### config.mk
export PLATFORM = sky130hd
export DESIGN_NAME = pdm_channel
export DESIGN_NICKNAME = d
export VERILOG_FILES = /design/src/shared/pdm_pkg.sv /design/src/core/pdm_channel.sv /design/src/core/pdm_dir.sv
export SDC_FILE = /design/constraint.sdc
export NUM_CORES = 1
export LEC_CHECK = 0
export ABC_AREA = 1
export BUFFER_PORTS_ARGS = -buffer_cell sky130_fd_sc_hd__clkbuf_2
export CAP_MARGIN = 20
export CORE_ASPECT_RATIO = 0.75
export CORE_MARGIN = 8
export CORE_UTILIZATION = 40
export CTS_CLUSTER_DIAMETER = 100
export CTS_CLUSTER_SIZE = 16
export DETAILED_ROUTE_END_ITERATION = 10
export PLACE_DENSITY = 0.56
export SLEW_MARGIN = 10
export SYNTH_ARGS = -nofsm -noshare
export SYNTH_HDL_FRONTEND = slang
export SYNTH_SLANG_ARGS = --single-unit
### constraint.sdc
create_clock -name clk_sys_i -period 2.66 [get_ports clk_sys_i]
set_input_delay 0.798 -clock clk_sys_i [delete_from_list [all_inputs] [get_ports clk_sys_i]]
set_output_delay 0.798 -clock clk_sys_i [all_outputs]
set_load 0.03 [all_outputs]
### src/shared/pdm_pkg.sv
// Shared constants, types and helpers of the peripheral DMA channel.
`default_nettype none

package pdm_pkg;

   // ==========================================================
   // Widths
   localparam int ADDR_W = 12;
   localparam int DATA_W = 32;
   localparam int PTR_W = 32;
   localparam int CNT_W = 16;

   // ==========================================================
   // Register byte offsets
   localparam logic [ADDR_W-1:0] OFF_RX_CUR_PTR = 12'h100;
   localparam logic [ADDR_W-1:0] OFF_RX_CUR_CNT = 12'h104;
   localparam logic [ADDR_W-1:0] OFF_TX_CUR_PTR = 12'h108;
   localparam logic [ADDR_W-1:0] OFF_TX_CUR_CNT = 12'h10c;
   localparam logic [ADDR_W-1:0] OFF_RX_NXT_PTR = 12'h110;
   localparam logic [ADDR_W-1:0] OFF_RX_NXT_CNT = 12'h114;
   localparam logic [ADDR_W-1:0] OFF_TX_NXT_PTR = 12'h118;
   localparam logic [ADDR_W-1:0] OFF_TX_NXT_CNT = 12'h11c;
   localparam logic [ADDR_W-1:0] OFF_COMMAND = 12'h120;
   localparam logic [ADDR_W-1:0] OFF_STATUS = 12'h124;

   // ==========================================================
   // Field positions of the command and status registers
   localparam int BIT_RX_REQ_ENABLE = 0;
   localparam int BIT_RX_REQ_DISABLE = 1;
   localparam int BIT_TX_REQ_ENABLE = 8;
   localparam int BIT_TX_REQ_DISABLE = 9;
   localparam int BIT_RX_STATUS = 0;
   localparam int BIT_TX_STATUS = 8;

   // ==========================================================
   // Reset values and step sizes
   localparam logic [PTR_W-1:0] PTR_RESET = 32'h0000_0000;
   localparam logic [CNT_W-1:0] CNT_RESET = 16'h0000;
   localparam logic [DATA_W-1:0] WORD_ZERO = 32'h0000_0000;
   localparam logic [PTR_W-1:0] PTR_STEP = 32'h0000_0001;
   localparam logic [CNT_W-1:0] CNT_STEP = 16'h0001;

   // ==========================================================
   // Types
   typedef struct packed {
      logic [PTR_W-1:0] cur_ptr;
      logic [CNT_W-1:0] cur_cnt;
      logic [PTR_W-1:0] nxt_ptr;
      logic [CNT_W-1:0] nxt_cnt;
   } pdm_dir_regs_t;

   typedef struct packed {
      logic cur_ptr;
      logic cur_cnt;
      logic nxt_ptr;
      logic nxt_cnt;
   } pdm_dir_wr_t;

   typedef struct packed {
      logic req;
      logic we;
      logic [PTR_W-1:0] addr;
      logic [DATA_W-1:0] wdata;
   } pdm_mem_req_t;

   typedef enum logic [2:0] {
      ST_IDLE = 3'h1,
      ST_RX_MEM = 3'h2,
      ST_TX_MEM = 3'h4
   } pdm_state_t;

   // ==========================================================
   // Helpers
   // Counters read back zero-extended; the unused upper bits read as zero.
   function automatic logic [DATA_W-1:0] pdm_cnt_word(input logic [CNT_W-1:0] cnt);
      pdm_cnt_word = {{(DATA_W-CNT_W){1'b0}}, cnt};
   endfunction

endpackage

`default_nettype wire

### src/core/pdm_channel.sv
// Peripheral DMA channel: register file, request enables and transfer engine.
`timescale 1ns/1ps
`default_nettype none

module pdm_channel (
   // Clock and reset
   input wire logic clk_sys_i,
   input wire logic rst_i,
   // Register port
   input wire logic [pdm_pkg::ADDR_W-1:0] reg_addr_i,
   input wire logic [pdm_pkg::DATA_W-1:0] reg_wdata_i,
   input wire logic reg_we_i,
   input wire logic reg_re_i,
   output logic [pdm_pkg::DATA_W-1:0] reg_rdata_o,
   // Peripheral receive side
   input wire logic rx_ready_i,
   input wire logic [pdm_pkg::DATA_W-1:0] rx_data_i,
   output logic rx_taken_o,
   output logic rx_end_o,
   // Peripheral transmit side
   input wire logic tx_ready_i,
   output logic [pdm_pkg::DATA_W-1:0] tx_data_o,
   output logic tx_load_o,
   output logic tx_end_o,
   // System bus memory master
   output pdm_pkg::pdm_mem_req_t mem_o,
   input wire logic mem_ack_i,
   input wire logic [pdm_pkg::DATA_W-1:0] mem_rdata_i
);

   // ==========================================================
   // Declarations
   pdm_pkg::pdm_dir_wr_t rx_wr;
   pdm_pkg::pdm_dir_wr_t tx_wr;
   pdm_pkg::pdm_dir_regs_t rx_regs;
   pdm_pkg::pdm_dir_regs_t tx_regs;
   logic rx_step;
   logic tx_step;

   logic rx_req_enable;
   logic tx_req_enable;
   logic next_rx_req_enable;
   logic next_tx_req_enable;
   logic [pdm_pkg::DATA_W-1:0] next_reg_rdata;
   logic cmd_write;

   pdm_pkg::pdm_state_t state;
   pdm_pkg::pdm_state_t next_state;
   pdm_pkg::pdm_mem_req_t next_mem;
   logic next_rx_taken;
   logic next_tx_load;
   logic [pdm_pkg::DATA_W-1:0] next_tx_data;
   logic next_rx_step;
   logic next_tx_step;
   logic rx_can_go;
   logic tx_can_go;
   logic step_pending;

   // ==========================================================
   // Helpers
   // Both directions share one start test, so their conditions cannot drift apart.
   // A direction starts only when it is asked, enabled, has words left and no step
   // is still on its way into the pointer and counter registers.
   function automatic logic dir_can_go(input logic ready, input logic enable, input logic busy,
      input logic [pdm_pkg::CNT_W-1:0] cnt);
      dir_can_go = ready && enable && !busy && (cnt != pdm_pkg::CNT_RESET);
   endfunction

   // ==========================================================
   // Write decode
   always_comb begin
      rx_wr = '0;
      tx_wr = '0;
      cmd_write = 1'b0;
      if (reg_we_i) begin
         case (reg_addr_i)
            pdm_pkg::OFF_RX_CUR_PTR: begin
               rx_wr.cur_ptr = 1'b1;
            end
            pdm_pkg::OFF_RX_CUR_CNT: begin
               rx_wr.cur_cnt = 1'b1;
            end
            pdm_pkg::OFF_TX_CUR_PTR: begin
               tx_wr.cur_ptr = 1'b1;
            end
            pdm_pkg::OFF_TX_CUR_CNT: begin
               tx_wr.cur_cnt = 1'b1;
            end
            pdm_pkg::OFF_RX_NXT_PTR: begin
               rx_wr.nxt_ptr = 1'b1;
            end
            pdm_pkg::OFF_RX_NXT_CNT: begin
               rx_wr.nxt_cnt = 1'b1;
            end
            pdm_pkg::OFF_TX_NXT_PTR: begin
               tx_wr.nxt_ptr = 1'b1;
            end
            pdm_pkg::OFF_TX_NXT_CNT: begin
               tx_wr.nxt_cnt = 1'b1;
            end
            pdm_pkg::OFF_COMMAND: begin
               cmd_write = 1'b1;
            end
            default: begin
               cmd_write = 1'b0;
            end
         endcase
      end
   end

   // ==========================================================
   // Direction register sets
   pdm_dir u_rx_dir (
      .clk_sys_i(clk_sys_i),
      .rst_i(rst_i),
      .wr_i(rx_wr),
      .wdata_i(reg_wdata_i),
      .step_i(rx_step),
      .regs_o(rx_regs),
      .end_o(rx_end_o)
   );

   pdm_dir u_tx_dir (
      .clk_sys_i(clk_sys_i),
      .rst_i(rst_i),
      .wr_i(tx_wr),
      .wdata_i(reg_wdata_i),
      .step_i(tx_step),
      .regs_o(tx_regs),
      .end_o(tx_end_o)
   );

   // ==========================================================
   // Request enables and read data
   always_comb begin
      next_rx_req_enable = rx_req_enable;
      next_tx_req_enable = tx_req_enable;
      if (cmd_write) begin
         if (reg_wdata_i[pdm_pkg::BIT_RX_REQ_DISABLE]) begin
            next_rx_req_enable = 1'b0;
         end else if (reg_wdata_i[pdm_pkg::BIT_RX_REQ_ENABLE]) begin
            next_rx_req_enable = 1'b1;
         end
         if (reg_wdata_i[pdm_pkg::BIT_TX_REQ_DISABLE]) begin
            next_tx_req_enable = 1'b0;
         end else if (reg_wdata_i[pdm_pkg::BIT_TX_REQ_ENABLE]) begin
            next_tx_req_enable = 1'b1;
         end
      end

      // Read data lives for one cycle only; idle cycles return zero.
      next_reg_rdata = pdm_pkg::WORD_ZERO;
      if (reg_re_i) begin
         case (reg_addr_i)
            pdm_pkg::OFF_RX_CUR_PTR: begin
               next_reg_rdata = rx_regs.cur_ptr;
            end
            pdm_pkg::OFF_RX_CUR_CNT: begin
               next_reg_rdata = pdm_pkg::pdm_cnt_word(rx_regs.cur_cnt);
            end
            pdm_pkg::OFF_TX_CUR_PTR: begin
               next_reg_rdata = tx_regs.cur_ptr;
            end
            pdm_pkg::OFF_TX_CUR_CNT: begin
               next_reg_rdata = pdm_pkg::pdm_cnt_word(tx_regs.cur_cnt);
            end
            pdm_pkg::OFF_RX_NXT_PTR: begin
               next_reg_rdata = rx_regs.nxt_ptr;
            end
            pdm_pkg::OFF_RX_NXT_CNT: begin
               next_reg_rdata = pdm_pkg::pdm_cnt_word(rx_regs.nxt_cnt);
            end
            pdm_pkg::OFF_TX_NXT_PTR: begin
               next_reg_rdata = tx_regs.nxt_ptr;
            end
            pdm_pkg::OFF_TX_NXT_CNT: begin
               next_reg_rdata = pdm_pkg::pdm_cnt_word(tx_regs.nxt_cnt);
            end
            pdm_pkg::OFF_STATUS: begin
               next_reg_rdata[pdm_pkg::BIT_RX_STATUS] = rx_req_enable;
               next_reg_rdata[pdm_pkg::BIT_TX_STATUS] = tx_req_enable;
            end
            default: begin
               // The command register is write-only and unmapped words read zero.
               next_reg_rdata = pdm_pkg::WORD_ZERO;
            end
         endcase
      end
   end

   always_ff @(posedge clk_sys_i) begin
      if (rst_i) begin
         rx_req_enable <= 1'b0;
         tx_req_enable <= 1'b0;
         reg_rdata_o <= pdm_pkg::WORD_ZERO;
      end else begin
         rx_req_enable <= next_rx_req_enable;
         tx_req_enable <= next_tx_req_enable;
         reg_rdata_o <= next_reg_rdata;
      end
   end

   // ==========================================================
   // Transfer engine
   // Only one bus access is in flight at a time, which keeps the memory side
   // simple at the cost of two idle cycles between transfers.
   always_comb begin
      // The pointer and counter move one cycle after the step pulse, so a start in
      // that cycle would reuse the old address and could run one word past the buffer.
      step_pending = rx_step | tx_step;
      rx_can_go = dir_can_go(rx_ready_i, rx_req_enable, step_pending, rx_regs.cur_cnt);
      tx_can_go = dir_can_go(tx_ready_i, tx_req_enable, step_pending, tx_regs.cur_cnt);
      next_state = state;
      next_mem = mem_o;
      next_rx_taken = 1'b0;
      next_tx_load = 1'b0;
      next_tx_data = tx_data_o;
      next_rx_step = 1'b0;
      next_tx_step = 1'b0;
      case (state)
         pdm_pkg::ST_IDLE: begin
            // Receive requests are served ahead of transmit requests.
            if (rx_can_go) begin
               next_mem.req = 1'b1;
               next_mem.we = 1'b1;
               next_mem.addr = rx_regs.cur_ptr;
               next_mem.wdata = rx_data_i;
               next_rx_taken = 1'b1;
               next_state = pdm_pkg::ST_RX_MEM;
            end else if (tx_can_go) begin
               next_mem.req = 1'b1;
               next_mem.we = 1'b0;
               next_mem.addr = tx_regs.cur_ptr;
               next_state = pdm_pkg::ST_TX_MEM;
            end
         end
         pdm_pkg::ST_RX_MEM: begin
            if (mem_ack_i) begin
               next_mem.req = 1'b0;
               next_mem.we = 1'b0;
               next_rx_step = 1'b1;
               next_state = pdm_pkg::ST_IDLE;
            end
         end
         pdm_pkg::ST_TX_MEM: begin
            if (mem_ack_i) begin
               next_mem.req = 1'b0;
               next_tx_data = mem_rdata_i;
               next_tx_load = 1'b1;
               next_tx_step = 1'b1;
               next_state = pdm_pkg::ST_IDLE;
            end
         end
         default: begin
            next_mem.req = 1'b0;
            next_mem.we = 1'b0;
            next_state = pdm_pkg::ST_IDLE;
         end
      endcase
   end

   always_ff @(posedge clk_sys_i) begin
      if (rst_i) begin
         state <= pdm_pkg::ST_IDLE;
         mem_o <= '{1'b0, 1'b0, pdm_pkg::PTR_RESET, pdm_pkg::WORD_ZERO};
         rx_taken_o <= 1'b0;
         tx_load_o <= 1'b0;
         tx_data_o <= pdm_pkg::WORD_ZERO;
         rx_step <= 1'b0;
         tx_step <= 1'b0;
      end else begin
         state <= next_state;
         mem_o <= next_mem;
         rx_taken_o <= next_rx_taken;
         tx_load_o <= next_tx_load;
         tx_data_o <= next_tx_data;
         rx_step <= next_rx_step;
         tx_step <= next_tx_step;
      end
   end

endmodule

`default_nettype wire

### src/core/pdm_dir.sv
// Pointer and counter registers of one transfer direction.
`timescale 1ns/1ps
`default_nettype none

module pdm_dir (
   // Clock and reset
   input wire logic clk_sys_i,
   input wire logic rst_i,
   // Register writes
   input wire pdm_pkg::pdm_dir_wr_t wr_i,
   input wire logic [pdm_pkg::DATA_W-1:0] wdata_i,
   // One completed transfer
   input wire logic step_i,
   // State
   output pdm_pkg::pdm_dir_regs_t regs_o,
   output logic end_o
);

   pdm_pkg::pdm_dir_regs_t next_regs;
   logic next_end;
   logic end_set;
   logic end_clr;

   // ==========================================================
   // Next state
   always_comb begin
      next_regs = regs_o;
      end_set = 1'b0;
      end_clr = wr_i.cur_cnt | wr_i.nxt_cnt;
      if (step_i) begin
         next_regs.cur_ptr = regs_o.cur_ptr + pdm_pkg::PTR_STEP;
         next_regs.cur_cnt = regs_o.cur_cnt - pdm_pkg::CNT_STEP;
         // The flag only rises when no next buffer is waiting to be chained.
         end_set = (regs_o.cur_cnt == pdm_pkg::CNT_STEP) && (regs_o.nxt_cnt == pdm_pkg::CNT_RESET);
      end else if ((regs_o.cur_cnt == pdm_pkg::CNT_RESET) && (regs_o.nxt_cnt != pdm_pkg::CNT_RESET)) begin
         next_regs.cur_ptr = regs_o.nxt_ptr;
         next_regs.cur_cnt = regs_o.nxt_cnt;
         next_regs.nxt_cnt = pdm_pkg::CNT_RESET;
      end
      // A software write overrides the hardware update in the same cycle.
      if (wr_i.cur_ptr) begin
         next_regs.cur_ptr = wdata_i;
      end
      if (wr_i.cur_cnt) begin
         next_regs.cur_cnt = wdata_i[pdm_pkg::CNT_W-1:0];
      end
      if (wr_i.nxt_ptr) begin
         next_regs.nxt_ptr = wdata_i;
      end
      if (wr_i.nxt_cnt) begin
         next_regs.nxt_cnt = wdata_i[pdm_pkg::CNT_W-1:0];
      end
      // A new end event is never lost to a clear in the same cycle.
      next_end = end_set | (end_o & ~end_clr);
   end

   // ==========================================================
   // Registers
   always_ff @(posedge clk_sys_i) begin
      if (rst_i) begin
         regs_o <= '{pdm_pkg::PTR_RESET, pdm_pkg::CNT_RESET, pdm_pkg::PTR_RESET, pdm_pkg::CNT_RESET};
         end_o <= 1'b0;
      end else begin
         regs_o <= next_regs;
         end_o <= next_end;
      end
   end

endmodule

`default_nettype wire

==> results of run 1 <==
==> routing by layer <==
layer	vias up	track usage [%]	wire [um]	part of all wire, %
met5	-	0	11	0.013
met4	2	5.87	1660	1.9
met3	97	12.3	11800	14
met2	1040	40.4	33100	38
met1	10100	45.4	40000	46
li1	10300	-	-	-
==> cell families after synthesis <==
family                   Yosys count  share of synthesized area, %
AO/OA/AOI/OAI                    522                          14.9
XOR/XNOR                           4                         0.186
adder cells (fa/ha/maj)            6                         0.399
buffers and inverters            474                          10.3
flip-flops                       332                          35.3
AND/OR/NAND/NOR                 1761                          38.9
==> Yosys cell counts (all sizes together) <==
master | count | share of area [%]
nand2 | 922 | 19
o211ai | 6 | 0.24
a21oi | 222 | 5.9
nand4 | 10 | 0.33
a211oi | 32 | 1.3
and2b | 1 | 0.040
clkbuf | 68 | 1.4
o21ai | 220 | 5.9
o211a | 2 | 0.11
nand3b | 10 | 0.40
o21a | 1 | 0.080
buf | 72 | 2.3
dfxtp | 332 | 35
nor3 | 7 | 0.27
xor2 | 3 | 0.14
or2 | 5 | 0.17
nand3 | 299 | 8.3
xnor2 | 1 | 0.047
o22ai | 36 | 1.2
clkinv | 3 | 0.066
nor2 | 507 | 11
inv | 331 | 6.6
a31oi | 1 | 0.11
o21bai | 2 | 0.080
ha | 6 | 0.40
==> cells in the final DEF, fill, tap and decap left out, types with 15 or more instances in the layout <==
| master | Yosys | layout |
|---|---|---|
| a21oi_1 | 220 | 220 |
| o21ai_0 | 216 | 216 |
| inv_2 | 16 | 15 |
| dfxtp_1 | 332 | 330 |
| nand3_1 | 289 | 289 |
| inv_1 | 315 | 315 |
| nand2_1 | 909 | 907 |
| clkbuf_16 | 0 | 25 |
| clkbuf_2 | 0 | 247 |
| o22ai_1 | 36 | 36 |
| buf_4 | 16 | 77 |
| nor2_1 | 486 | 486 |
| a211oi_1 | 32 | 32 |
==> power by group through the flow <==
| stage | Combinational [mW] | Sequential (mW) | Clock [mW] |
|---|---|---|---|
| floorplan | 0.133 | 5.09 | 0 |
| global placement | 0.386 | 5.08 | 0 |
| detailed placement | 0.386 | 5.08 | 0 |
| CTS | 0.388 | 4.97 | 3.76 |
| global route | 0.420 | 4.97 | 3.90 |
| finish | 0.404 | 4.97 | 3.71 |
==> state kept, by name, summed over array words and instances, names as in the netlist, 3 cells and up <==
name,flops
mem_o,66
reg_rdata_o,32
state,3
tx_data_o,32
u_rx_dir.regs_o,96
u_tx_dir.regs_o,96
==> through the flow <==
stage	instance area, um^2	total power [mW]	utilization, %
final	21600	9.08	46.8
after global routing	21600	9.29	46.8
after CTS	21600	9.11	46.8
after detailed placement	21000	5.47	45.4
after global placement	21000	5.47	45.4
after floorplan	18800	5.22	-
==> worst max-delay path by stage <==
stage,startpoint,to,depth (start not counted)
after detailed placement,reg_addr_i[7],reg_rdata_o[5]$_SDFF_PP0_,10
after global placement,reg_addr_i[7],reg_rdata_o[13]$_SDFF_PP0_,10
final,u_rx_dir.regs_o[49]$_SDFFE_PP0P_,mem_o[11]$_SDFFE_PP0P_,12
after CTS,u_rx_dir.regs_o[49]$_SDFFE_PP0P_,mem_o[11]$_SDFFE_PP0P_,12
after global routing,u_rx_dir.regs_o[49]$_SDFFE_PP0P_,mem_o[23]$_SDFFE_PP0P_,12
after floorplan,reg_addr_i[10],u_tx_dir.regs_o[77]$_SDFFE_PP0P_,12
==> cell type report <==
cell class | instances | area (um^2)
Antenna cell | 2 | 5.00
Fill cell | 5037 | 24600
Timing Repair Buffer | 337 | 2060
Inverter | 334 | 1260
Clock inverter | 1 | 30.0
Tap cell | 630 | 788
Sequential cell | 332 | 6650
Clock buffer | 25 | 626
Multi-Input combinational cell | 2293 | 10200
==> repair_timing <==
action	in CTS	in global routing
setup buffers	0	0
endpoints found under the setup margin	0	55
hold buffers	0	0
resized for setup	0	5
==> tightest hold or removal path, delay by kind of cell <==
family | cells | cell delay (ns)
buffers and inverters | 1 | 0.08
AOI/OAI and AO/OA | 1 | 0.05
and+or+nand+nor | 1 | 0.05
==> results_dict.tcl, run 1 <==
set metrics [dict create \
    intPower_mw 6.82 \
    crit_family "simple AND/OR/NAND/NOR gates" \
    r2r_setup_slack_ns 0.15 \
    synth_area_um2 18800 \
    wl_um 86500 \
    rsz0062_at_grt "false" \
    portBuffers 248 \
    seq_area_frac_synth_pct 35.3 \
    antenna_found_initial 4 \
    period_share_pct 94.2 \
    combPwrFrac_pct 4.4 \
    grt_usage_pct 30.5 \
    grt_pass1_wl_um 127000 \
    synth_warnings 0 \
    netlist_instances 3099 \
    syn_area_per_cell_um2 6.07 \
    hold_end "mem_o[10]$_SDFFE_PP0P_" \
    outcome "completed" \
    syn_to_final_growth_pct 15.0 \
    drtAntennaViolNets 0 \
    p_sw_share_pct 24.9 \
    end_kind "flip-flop" \
    cellLeakagePower_nw 9.11 \
    hold_slack_ns 0.454 \
    placeableCoreArea_um2 46200 \
    clkPwrFrac_pct 40.8 \
    insertion_delay_ns 0.58 \
    viasPerCell 5.43 \
    place_ws_ns 0.0194 \
    worst_path_max_delay_cell "dfxtp_1" \
    fin_cells 3954 \
    min-delay-start "rx_data_i[10]" \
    criticalPathCategory "reg -> reg" \
    h-tree-depth 1 \
    start_util_pct 40.7 \
    powerDensity_nw_per_um2 419 \
    vias 21500 \
    worstReg2RegStart "u_rx_dir.regs_o[49]$_SDFFE_PP0P_" \
    min_path_type "in -> reg" \
    final_net_count 3443 \
    grt_max_degree 131 \
    cts_root_buffer "clkbuf_16" \
    rows 68 \
    start_kind "flip-flop" \
    ys_seq_elements 332 \
    dp_cells 3926 \
    path_clk_slew_ns 0.08 \
    cts_made_buffers 24 \
    post_drt_wl_per_cell_um 21.9 \
    period_needed_ns 2.51 \
    hold_viol_final 0 \
    p_seq_share_pct 54.7 \
    synth_cell_types 40 \
    grt_pass1_vias 19600 \
    required_ns 3.15 \
    place.gp.congestion 1.03 \
    slowest_delay_ns 0.36 \
    maxSlewHeadroom_pct 42.1 \
    worst_pin_slew_ns 0.868 \
    max-cap-violations 0 \
    clock_sinks 332 \
    die-width_um 266 \
    timing.final.max_slew_violations 0 \
    overflow 0 \
    setup-tns-final_ns 0 \
    power.net_switching_mw 2.26 \
    crit_chain "inv_1, ha_1, nand2_1, nor2_4, nand2_2, nand2_4, buf_4, inv_2, nand2_4, buf_6, nand2_1, a21oi_1" \
    setup_viol 0 \
    drc 0 \
    synth_nets 3220 \
    cp_max_fo 35 \
    holdPathStages 3 \
    drt_pass1_iterations 6 \
    worst-path-buf-inv 4 \
    finalWorstSetupSlack_ns 0.153 \
    drive_gt1_share_pct 13.2 \
    boundaryPins 249 \
    clk_path_buf_depth 3 \
    arrival_ns 2.99 \
    dieArea_um2 54300 \
    r2r_end "mem_o[11]$_SDFFE_PP0P_" \
    fmax_ghz 0.399 \
    ir_drop_mv 0.390 \
    finClkSkew_ns 0.0231 \
    hpwlAfterDp_um 66200 \
    r2r_cells 12 \
    drt_iter0_markers 2621 \
    cts_tree "done" \
    chipHeight_um 204 \
]
(Power assumes the default switching activity.)
==> run 2: changes to the inputs <==
==> constraint.sdc (replaced) <==
create_clock -name clk_sys_i -period 2.95 [get_ports clk_sys_i]
set_input_delay 0.885 -clock clk_sys_i [delete_from_list [all_inputs] [get_ports clk_sys_i]]
set_output_delay 0.885 -clock clk_sys_i [all_outputs]
set_load 0.03 [all_outputs]
==> run 2 against run 1 <==
  * Cell count fell by 0.83%
  * Setup slack better by 0.14 ns
  * Clock power down 13%
  * First-iteration DRC count increased by 6.3%
  * Global-route usage is 0.39 points higher
  * Critical path depth stayed put
  * Clock skew down 0.0010 ns
  * Final area is 1.4% lower
==> results_dict.tcl, run 2 (synthesized netlist as in run 1, its figures left out) <==
set metrics [dict create \
    timing.final.max_slew_violations 0 \
    final_core_utilization_pct 46.2 \
    path_clk_slew_ns 0.09 \
    boundaryPins 249 \
    cts_tree "done" \
    viasPerCell 5.45 \
    p_sw_share_pct 24.8 \
    n_fill_cell 5057 \
    required_ns 3.42 \
    grtUsageMet1_pct 46.5 \
    setup_viol 0 \
    cts_post_setup_buffers_inserted 0 \
    clk_path_buf_depth 3 \
    powerDensity_nw_per_um2 378 \
    busiest_layer "met1" \
    hold_viol_final 0 \
    drive_gt1_share_pct 12.2 \
    start_kind "flip-flop" \
    start_util_pct 40.7 \
    cp_max_fo 39 \
    combPwrFrac_pct 4.5 \
    maxSlewHeadroom_pct 48.9 \
    rows 68 \
    layout_commonest_cell "nand2_1" \
    max-cap-violations 0 \
    hold_slack_ns 0.461 \
    end_kind "flip-flop" \
    drc 0 \
    placeableCoreArea_um2 46200 \
    arrival_ns 3.13 \
    fmax_ghz 0.376 \
    grt_usage_pct 30.9 \
    ir_drop_mv 0.375 \
    clock_sinks 332 \
    cts_hold_buf 0 \
    period_needed_ns 2.66 \
    reg_top3 "u_rx_dir.regs_o (96), u_tx_dir.regs_o (96), mem_o (66)" \
    clkPwrFrac_pct 39.9 \
    intPower_mw 6.06 \
    grt_pass1_vias 19700 \
    h-tree-depth 1 \
    overflow 0 \
    antenna_found_initial 4 \
    period_share_pct 90.1 \
    setup-tns-final_ns 0 \
    portBuffers 248 \
    dieArea_um2 54300 \
    place.gp.congestion 1.06 \
    cts_made_buffers 24 \
    mostFrequentLayoutCells "909 x nand2_1, 486 x nor2_1, 330 x dfxtp_1" \
    worst_pin_slew_ns 0.766 \
    cts_root_buffer "clkbuf_16" \
    use_met2_pct 41.6 \
    outcome "completed" \
    drt_iter0_markers 2785 \
    min_path_type "reg -> reg" \
    syn_to_final_growth_pct 13.4 \
    cts_resized 0 \
    post_drt_wl_per_cell_um 22.2 \
    vias 21400 \
    finClkSkew_ns 0.0221 \
    wl_um 87100 \
    hpwlAfterDp_um 66300 \
    use_met3_pct 10.8 \
    grt_max_degree 123 \
    die-width_um 266 \
    cellLeakagePower_nw 8.92 \
    chipHeight_um 204 \
    rsz0062_at_grt "false" \
    final_net_count 3408 \
    criticalPathCategory "reg -> reg" \
    insertion_delay_ns 0.57 \
    power.net_switching_mw 2.00 \
    drtAntennaViolNets 0 \
    grt_pass1_wl_um 128000 \
    drt_pass1_iterations 5 \
    p_seq_share_pct 55.6 \
]
==> run 2: cell type report <==
| cell class | instances | area, um^2 | area share (%) |
|---|---|---|---|
| multi-input cells | 2293 | 10200 | 47.9 |
| flip-flops and latches | 332 | 6650 | 31.2 |
| repair buffers | 302 | 1780 | 8.33 |
| inverters | 334 | 1250 | 5.88 |
| well taps | 630 | 788 | 3.69 |
| clock buffers | 26 | 629 | 2.95 |
| diodes | 3 | 7.51 | 0.0352 |
| clock inverters | 1 | 5.00 | 0.0235 |
==> run 2: worst max-delay path: stages (launching register included) <==
cell	delay, ns
dfxtp_1	0.39
inv_1	0.11
ha_1	0.21
nand2_1	0.22
nor2_4	0.30
nand2_2	0.15
nand2_4	0.29
nand3_4	0.15
nand3_4	0.27
buf_12	0.24
nand2_1	0.08
nand2_1	0.06
nor2_1	0.04
==> run 2: power groups by stage <==
stage	clock [mW]	sequential [mW]	combinational (mW)
2_1_floorplan	0	4.59	0.120
3_3_place_gp	0	4.59	0.349
3_5_place_dp	0	4.59	0.349
4_1_cts	3.29	4.48	0.350
5_1_grt	3.44	4.48	0.377
6_report	3.22	4.48	0.363
==> run 2: per-stage QoR <==
| stage | area, um^2 | worst slack (ns) | total power [mW] | std cells |
|---|---|---|---|---|
| floorplan | 18800 | 0.745 | 4.70 | 3099 |
| global route | 21300 | 0.126 | 8.30 | 3918 |
| detailed placement | 20700 | 0.0846 | 4.93 | 3891 |
| global placement | 20700 | 0.134 | 4.93 | 3891 |
| finish | 21300 | 0.291 | 8.06 | 3921 |
| CTS | 21300 | 0.326 | 8.12 | 3918 |
==> run 2: metal layers <==
metal  wire length [um]  vias up  share of wire (%)
met4               1710        4                2.0
met3              10900      109                 13
met2              33900     1062                 39
met1              40600     9989                 47
met5                 23        -              0.026
li1                   -    10200                  -
==> run 2: final timing paths <==
kind / startpoint / end / slack [ns] / depth (start not counted)
max reg2reg: u_rx_dir.regs_o[49]$_SDFFE_PP0P_ / mem_o[32]$_SDFFE_PP0P_ / 0.29 / 12
max: u_rx_dir.regs_o[49]$_SDFFE_PP0P_ / mem_o[32]$_SDFFE_PP0P_ / 0.29 / 12
min reg2reg: tx_data_o[3]$_SDFFE_PP0P_ / tx_data_o[3]$_SDFFE_PP0P_ / 0.46 / 2
min: tx_data_o[3]$_SDFFE_PP0P_ / tx_data_o[3]$_SDFFE_PP0P_ / 0.46 / 2
